--- config.mk ---
export PLATFORM = sky130hd
export DESIGN_NAME = mfr_receiver
export DESIGN_NICKNAME = d
export VERILOG_FILES = /design/src/logic/mfr_pkg.sv /design/src/logic/mfr_receiver.sv /design/src/logic/mfr_tone_filter.sv
export SDC_FILE = /design/constraint.sdc
export NUM_CORES = 2
export LEC_CHECK = 0
export ABC_CLOCK_PERIOD_IN_PS = 21800
export BUFFER_PORTS_ARGS = -buffer_cell sky130_fd_sc_hd__buf_2
export CAP_MARGIN = 15
export CORE_UTILIZATION = 55
export DETAILED_ROUTE_END_ITERATION = 8
export PLACE_DENSITY = 0.72
export SLEW_MARGIN = 15
export SYNTH_ARGS = -nofsm -noshare
export SYNTH_HDL_FRONTEND = slang
export SYNTH_SLANG_ARGS = --single-unit
--- constraint.sdc ---
create_clock -name sys_clk -period 21.8 [get_ports sys_clk]
set_input_delay 1.09 -clock sys_clk [delete_from_list [all_inputs] [get_ports sys_clk]]
set_output_delay 1.09 -clock sys_clk [all_outputs]
set_load 0.005 [all_outputs]
--- src/logic/mfr_pkg.sv ---
// Package: constants, types and helpers of the four-channel tone receiver
package mfr_pkg;
    // =========================================================
    // Sizes
    localparam int CHANNELS = 4;
    localparam int FILTERS = 6;
    localparam int CH_W = 2;
    localparam int SAMPLE_W = 8;
    localparam int LIN_W = 14;
    localparam int ENERGY_W = 28;
    localparam int SUM_W = 16;
    localparam int BLOCK_LEN = 64;
    localparam int BLOCK_W = 6;
    localparam int ADDR_W = 5;
    localparam logic [SUM_W-1:0] THRESH_RST = 16'h0400;
    // =========================================================
    // Tone indices: 700, 900, 1100, 1300, 1500, 1700 Hz
    localparam int T700 = 0;
    localparam int T900 = 1;
    localparam int T1100 = 2;
    localparam int T1300 = 3;
    localparam int T1500 = 4;
    localparam int T1700 = 5;
    // =========================================================
    // Output code values
    localparam logic [7:0] CODE_PAUSE = 8'h00;
    localparam logic [7:0] CODE_DIGIT = 8'h80;
    localparam logic [7:0] CODE_START_DIGITS = 8'h8a;
    localparam logic [7:0] CODE_END_PULSING = 8'h8b;
    localparam logic [7:0] CODE_OPERATOR = 8'h8c;
    localparam logic [7:0] CODE_INVALID = 8'hbf;
    localparam logic [7:0] CODE_THREE = 8'hbc;

    typedef enum logic [1:0] {
        MFR_IDLE = 2'b00,
        MFR_FILT = 2'b01,
        MFR_DUMP = 2'b11,
        MFR_DECODE = 2'b10
    } mfr_state_t;

    // Mu-law to linear magnitude (sign dropped, energy is squared)
    function automatic logic [LIN_W-1:0] mfr_expand(
        input logic [SAMPLE_W-1:0] code
    );
        logic [7:0] inv;
        logic [LIN_W-1:0] mag;
        inv = ~code;
        // Segment step plus bias of 33, so the largest code fits LIN_W
        mag = LIN_W'({inv[3:0], 1'b1}) + LIN_W'(32);
        mag = mag << inv[6:4];
        return mag - LIN_W'(33);
    endfunction : mfr_expand
endpackage : mfr_pkg

--- src/logic/mfr_receiver.sv ---
// Four-channel multifrequency tone receiver: input, filters, decode, output
// Function
// - Up to four channels, each detected independently.
// - Incoming samples are mu-law companded.
// - Samples gated by enables; input holds one until the filter takes it, dropping any offered meanwhile.
// - Expand each sample to linear, then square it for energy.
// - Six tone filters feed the serial accumulator.
// - Sequencer aligns to first sample and realigns on every sample.
// - Sequencer paces filters and the decoder.
// - Accumulator gathers two bytes per filter into one sum.
// - Sums written straight into decoder memory by DMA.
// - Digits 1-6 from pairs among 700/900/1100/1300 Hz.
// - Digits 7,8,9,0 from a tone plus 1500 Hz.
// - Start, end of pulsing, operator position use 1700 Hz pairs.
// - Decoded tone becomes a binary code returned on transmit bus.
// - The code is eight bits wide.
// - Code driven on transmit bus only when this channel is scanned.
`timescale 1ns/10ps
module mfr_receiver #(
    parameter int NCH = mfr_pkg::CHANNELS,
    parameter int BLOCK = mfr_pkg::BLOCK_LEN
) (
    // Clock and reset
    input wire logic sys_clk,
    input wire logic resetn,
    // Receive PCM bus
    input wire logic [mfr_pkg::SAMPLE_W-1:0] receivePcmBus,
    input wire logic rxEnable,
    input wire logic [mfr_pkg::CH_W-1:0] rxChannel,
    // Transmit PCM bus
    input wire logic txScan,
    input wire logic [mfr_pkg::CH_W-1:0] txChannel,
    output logic [7:0] transmitPcmBus,
    output logic transmitPcmBusOe,
    // Detection level
    input wire logic [mfr_pkg::SUM_W-1:0] threshold,
    // Decoder memory write port
    output logic dmaWrite,
    output logic [mfr_pkg::ADDR_W-1:0] dmaAddr,
    output logic [mfr_pkg::SUM_W-1:0] dmaData
);
    import mfr_pkg::*;
    // =========================================================
    // Elaboration checks
    // Counters and filter sets exist only up to the package limits
    if (NCH < 1 || NCH > CHANNELS ||
            BLOCK < 2 || BLOCK > BLOCK_LEN) begin : g_bad_params
        $error("mfr_receiver: unsupported parameters");
    end
    // The memory address packs channel and filter index side by side
    if (ADDR_W != CH_W + 3 || FILTERS > 8) begin : g_bad_layout
        $error("mfr_receiver: address layout does not fit");
    end
    // =========================================================
    // Channel range
    function automatic logic chan_ok(
        input logic [CH_W-1:0] ch
    );
        // Compared as int: NCH itself does not fit the channel field
        return int'(ch) < NCH;
    endfunction : chan_ok
    // =========================================================
    // State
    typedef struct packed {
        mfr_state_t state;
        logic [SAMPLE_W-1:0] hold;
        logic [CH_W-1:0] holdCh;
        logic holdFull;
        logic synced;
        logic [CHANNELS-1:0][BLOCK_W-1:0] count;
        logic [CH_W-1:0] workCh;
        logic [ENERGY_W-1:0] energy;
        logic [2:0] idx;
        logic [FILTERS-1:0][SUM_W-1:0] sums;
        logic [CHANNELS-1:0][7:0] code;
        logic [7:0] txData;
        logic txOe;
        logic dmaWr;
        logic [ADDR_W-1:0] dmaA;
        logic [SUM_W-1:0] dmaD;
    } mfr_st_t;
    mfr_st_t st_r, st_nxt;
    // =========================================================
    // Filter bank, one set per channel
    logic [CHANNELS-1:0][FILTERS-1:0][SUM_W-1:0] level;
    logic [CHANNELS-1:0] chStep, chClear;
    logic [LIN_W-1:0] linear;
    // Expansion reads the holder, so a sample stays put until used
    assign linear = mfr_expand(st_r.hold);
    genvar c, f;
    generate
        for (c = 0; c < CHANNELS; c++) begin : g_ch
            for (f = 0; f < FILTERS; f++) begin : g_f
                // Slower leak for higher tones keeps bandwidths alike
                // Steps only on samples of its own channel
                mfr_tone_filter #(.SHIFT(2 + f / 2)) u_filt (
                    .sys_clk(sys_clk),
                    .resetn(resetn),
                    .step(chStep[c]),
                    .clear(chClear[c]),
                    .energy(st_r.energy),
                    .level(level[c][f])
                );
            end
        end
    endgenerate
    // =========================================================
    // Decoder
    function automatic logic [7:0] mfr_decode(
        input logic [FILTERS-1:0] hit
    );
        logic [7:0] d;
        d = CODE_INVALID;
        unique case (hit)
            6'b000000: d = CODE_PAUSE;
            6'b000011: d = CODE_DIGIT | 8'h01;
            6'b000101: d = CODE_DIGIT | 8'h02;
            6'b000110: d = CODE_DIGIT | 8'h03;
            6'b001001: d = CODE_DIGIT | 8'h04;
            6'b001010: d = CODE_DIGIT | 8'h05;
            6'b001100: d = CODE_DIGIT | 8'h06;
            6'b010001: d = CODE_DIGIT | 8'h07;
            6'b010010: d = CODE_DIGIT | 8'h08;
            6'b010100: d = CODE_DIGIT | 8'h09;
            6'b011000: d = CODE_DIGIT;
            6'b100100: d = CODE_START_DIGITS;
            6'b110000: d = CODE_END_PULSING;
            6'b100010: d = CODE_OPERATOR;
            default: d = ($countones(hit) > 2) ? CODE_THREE : CODE_INVALID;
        endcase
        return d;
    endfunction : mfr_decode
    logic [FILTERS-1:0] hit;
    // A sum must lie strictly above the level to count as a hit
    always_comb begin
        for (int i = 0; i < FILTERS; i++) begin
            hit[i] = st_r.sums[i] > threshold;
        end
    end
    // =========================================================
    // Sequencer
    always_comb begin
        st_nxt = st_r;
        st_nxt.dmaWr = 1'b0;
        chStep = '0;
        chClear = '0;
        // Input holder, refilled only when empty; a sample offered
        // while it is full is lost, so the far side must pace delivery
        if (rxEnable && !st_r.holdFull && chan_ok(rxChannel)) begin
            st_nxt.hold = receivePcmBus;
            st_nxt.holdCh = rxChannel;
            st_nxt.holdFull = 1'b1;
        end
        unique case (st_r.state)
            MFR_IDLE: begin
                if (st_r.holdFull) begin
                    // Align on this sample
                    st_nxt.synced = 1'b1;
                    st_nxt.workCh = st_r.holdCh;
                    st_nxt.energy = ENERGY_W'(linear * linear);
                    st_nxt.holdFull = 1'b0;
                    st_nxt.state = MFR_FILT;
                end
            end
            MFR_FILT: begin
                chStep[st_r.workCh] = 1'b1;
                if (st_r.count[st_r.workCh] == BLOCK_W'(BLOCK - 1)) begin
                    st_nxt.count[st_r.workCh] = '0;
                    // Level before this step: a sum spans BLOCK-1 updates
                    for (int i = 0; i < FILTERS; i++) begin
                        st_nxt.sums[i] = level[st_r.workCh][i];
                    end
                    st_nxt.idx = '0;
                    st_nxt.state = MFR_DUMP;
                end else begin
                    st_nxt.count[st_r.workCh] = st_r.count[st_r.workCh] + 1'b1;
                    st_nxt.state = MFR_IDLE;
                end
            end
            MFR_DUMP: begin
                // One 16-bit sum per filter into decoder memory
                // Six cycles; the holder keeps one sample meanwhile
                st_nxt.dmaWr = 1'b1;
                st_nxt.dmaA = {st_r.workCh, st_r.idx};
                st_nxt.dmaD = st_r.sums[st_r.idx];
                st_nxt.idx = st_r.idx + 1'b1;
                if (st_r.idx == 3'(FILTERS - 1)) begin
                    st_nxt.state = MFR_DECODE;
                end
            end
            MFR_DECODE: begin
                st_nxt.code[st_r.workCh] = mfr_decode(hit);
                // Next block of this channel starts from zero
                chClear[st_r.workCh] = 1'b1;
                st_nxt.state = MFR_IDLE;
            end
        endcase
        // Trunk output logic drives only on this card's scan; registered,
        // so the bus answers on the edge after the scan strobe
        st_nxt.txOe = txScan && chan_ok(txChannel);
        st_nxt.txData = st_nxt.txOe ? st_r.code[txChannel] : 8'h00;
    end
    // =========================================================
    // Registers
    always_ff @(posedge sys_clk or negedge resetn) begin
        if (!resetn) begin
            st_r <= '0;
            st_r.state <= MFR_IDLE;
        end else begin
            st_r <= st_nxt;
        end
    end
    // =========================================================
    // Outputs
    assign transmitPcmBus = st_r.txData;
    assign transmitPcmBusOe = st_r.txOe;
    assign dmaWrite = st_r.dmaWr;
    assign dmaAddr = st_r.dmaA;
    assign dmaData = st_r.dmaD;
endmodule : mfr_receiver

--- src/logic/mfr_tone_filter.sv ---
// Single-pole resonator that tracks the energy near one tone
`timescale 1ns/10ps
module mfr_tone_filter #(
    parameter int SHIFT = 3
) (
    // Clock and reset
    input wire logic sys_clk,
    input wire logic resetn,
    // Sample stream
    input wire logic step,
    input wire logic clear,
    input wire logic [mfr_pkg::ENERGY_W-1:0] energy,
    // Result
    output logic [mfr_pkg::SUM_W-1:0] level
);
    import mfr_pkg::*;
    if (SHIFT < 1 || SHIFT > 8) begin : g_bad_shift
        $error("mfr_tone_filter: SHIFT out of range");
    end
    typedef struct packed {
        logic [ENERGY_W-1:0] acc;
    } mfr_tf_t;
    mfr_tf_t st_r, st_nxt;
    logic [ENERGY_W-1:0] leak;
    assign leak = st_r.acc >> SHIFT;
    always_comb begin
        st_nxt = st_r;
        if (clear) begin
            st_nxt.acc = '0;
        end else if (step) begin
            st_nxt.acc = st_r.acc - leak + (energy >> SHIFT);
        end
    end
    always_ff @(posedge sys_clk or negedge resetn) begin
        if (!resetn) begin
            st_r <= '0;
        end else begin
            st_r <= st_nxt;
        end
    end
    assign level = st_r.acc[ENERGY_W-1 -: SUM_W];
endmodule : mfr_tone_filter

==> impl_results.md <==
- Port-buffer cells: 60
- Post-Place Cells: roughly 12000
- CTS tree: yes
- Critical Path RT: ~22000 ps
- CP Max Fanout: 20
- Post-CTS sizing: 0
- Relative slew slack: 0.213
- Post-route insts no fill: 12200
- Commonest non-fill, non-tap cell in the layout: inv_1
- Vias in the first global route: 72200
- Final hold vios: 0
- Fin. max-slew vios: 0
- Post-Synthesis Cells: ~10000
- Cts hold-fix bufs: 0
- Longest Clk Path Bufs: 3
- Pre-antenna DRT Iters: 6
- Yosys reg bits: 888
- Initial core utilization: 0.554
- Worst r2r path cells: 27
- Max Clock Freq: between 0.1 and 0.15 GHz
- Skew final: between 20 and 30 ps
- Worst setup EP type: register
- FF-to-FF Start: st_r[224]
- Worst endpoint data arrival time: 9790 ps
- Layout area overhead: 7.23%
- Part of the cycle the worst path needs: 0.418
- Die area: approximately 170000 sq um
- Share of cells above drive strength 1: 0.0682
- Outcome: finished, final reports clean
- DP Wirelength: roughly 180000 um
- Mapped Area: around 90000 sq um
- Avg WL per Cell: roughly 20 um
- DR vias: approximately 71000
- Total routed wirelength: around 240000 um
- Post-CTS repair timing setup buffer count: 0
- Synth Flop Type: dfrtp_1
- CTS buffer count: 110
- Tmin final: 9120 ps
- GRT Total Usage: 0.300
- Crit Path Category: reg2reg
- Ant. Diodes: 0
- Hold Crit Class: in2async
- Setup-failing EPs final: 0
- Synthesized area per cell: roughly 9 sq um
- Worst-Skew Late Latency: between 700 and 800 ps
- Vias per cell: 5.82
- Site row count: 148
- Antenna Violating Nets Remaining: 0
- Most frequent cells in the layout: inv_1 (2204), dfrtp_1 (885), ha_1 (863), fa_1 (717), nand2_1 (612)
- RSZ-0062 raised after global routing: false
- RR Endpoint: st_r[188]
- CTS root buf: clkbuf_16
- Slew @ Worst Pin: between 1000 and 1500 ps
- TNS Setup: 0 ps
- Global route overflow: 0
- Die height: 407 um
- Ports: 63
- Post-layout util: 0.594
- Ys Warns: 0
- EDFF count, synth: 0
- H-tree Lvls: 3
- Die width: 407 um
- Sequential share of the synthesized area: 0.247
- MaxCap Viol Count: 0
- Register-to-register setup slack: between 10000 and 15000 ps
- CP startpoint kind: register
- Final nets: 11600
- First-pass GRT wire length: 391000 um
- Drc violations: 0
- Gpl congestion: ~0.95
- Synth cell types: 103
- Clock-pin slew on the worst setup and hold paths: approximately 70 ps
- Pin count of the biggest net entering global routing: 133
- Core Region: between 150000 and 200000 sq um
- Initial antenna violation count: 11
- Drt initial violations: 5540
- Number of clock sinks: slightly below 900
- Async SR Flop Fraction: 1.00
-- state kept, by name, indices dropped and copies added (netlist names) --
register,cells
g_ch.g_f.u_filt.st_r,672
dmaAddr,5
dmaData,16
transmitPcmBusOe,1
st_r,187
dmaWrite,1
transmitPcmBus,6
-- routing by layer --
layer	vias to the layer above	global-route usage	share of wire
met3	489	0.0420	0.060
li1	33400	-	-
met2	2047	0.495	0.47
met5	-	0	0.00033
met4	12	0.105	0.039
met1	35300	0.403	0.43
-- final cells by class --
class                           instances  area, sq um
Tap cell                             2175         2720
Inverter                             2233         8380
Multi-Input combinational cell       6605        58500
Fill cell                           13900        66100
Timing Repair Buffer                  133          896
Sequential cell                       888        22200
Clock inverter                         44          578
Clock buffer                          163         3320
-- worst max-delay path: stages (launching register included) --
cell and delay, ps:
dfrtp_1 740, mux2i_1 290, o21ai_0 190, mux2i_1 340, a21oi_1 160, xnor2_1 700
clkinv_1 540, nor2_1 310, fa_1 480, fa_1 520, inv_1 60, fa_1 490
fa_1 460, fa_1 510, inv_1 50, fa_1 440, ha_1 330, a21oi_1 170
nor2b_1 60, o21ai_0 170, nand2b_1 110, a2111o_1 460, o221ai_4 210, o21ai_2 160
a211oi_4 340, o21ai_2 140, or4b_1 530, nand3_1 100
-- cells in the mapped netlist, types with 39 or more instances --
| master | count | area, sq um |
|---|---|---|
| inv_1 | 2227 | 8360 |
| o21bai_1 | 96 | 721 |
| and3_1 | 76 | 475 |
| ha_1 | 863 | 10800 |
| nand2_1 | 618 | 2320 |
| nand3_1 | 139 | 696 |
| fa_1 | 717 | 14400 |
| xor2_1 | 287 | 2510 |
| xnor2_1 | 300 | 2630 |
| nor2b_1 | 58 | 363 |
| nor2_1 | 349 | 1310 |
| a21oi_1 | 540 | 2700 |
| dfrtp_1 | 888 | 22200 |
| o21a_1 | 52 | 390 |
| clkbuf_1 | 216 | 811 |
| nor3_1 | 105 | 526 |
| a211oi_1 | 56 | 420 |
| a21o_1 | 350 | 2630 |
| o22ai_1 | 374 | 2340 |
| o31ai_1 | 39 | 293 |
| nand4_1 | 49 | 307 |
| a31oi_1 | 65 | 407 |
| mux4_2 | 124 | 2790 |
| or3_1 | 54 | 338 |
| o21ai_0 | 559 | 2800 |
| nand2b_1 | 85 | 532 |
| mux2_2 | 119 | 1340 |
-- how the worst max path moves through the flow --
stage	from	endpoint	cells after the start
2_1_floorplan	st_r[226]	st_r[188]	32
3_3_place_gp	st_r[224]	st_r[188]	27
3_5_place_dp	st_r[224]	st_r[188]	27
4_1_cts	st_r[224]	st_r[188]	27
5_1_grt	st_r[224]	st_r[188]	27
6_report	st_r[224]	st_r[188]	27
-- cell families (layout without fill, tap and decap cells) --
| family | after synthesis | count (layout) | synth area share |
|---|---|---|---|
| other cells | 2 | 25 | 0.0000833 |
| buf+inv | 2512 | 2573 | 0.106 |
| fa+ha+maj | 1580 | 1580 | 0.279 |
| simple gates | 1673 | 1673 | 0.0872 |
| mux | 265 | 265 | 0.0483 |
| compound gates | 2474 | 2474 | 0.175 |
| xor+xnor | 588 | 588 | 0.0573 |
| flops | 888 | 888 | 0.247 |
-- per-stage QoR --
| stage | instance area, sq um | setup slack [ps] | hold WS, ps |
|---|---|---|---|
| 6_report | 96700 | 12680 | 386 |
| 5_1_grt | 96700 | 12170 | 438 |
| 3_3_place_gp | 92700 | 12960 | 457 |
| 4_1_cts | 96600 | 12690 | 408 |
| 3_5_place_dp | 92700 | 12770 | 463 |
| 2_1_floorplan | 90200 | 13590 | 435 |
Power is left out: the tool's default activity adds up to more than one toggle a clock period on the data nets, which glitch-free logic cannot reach.
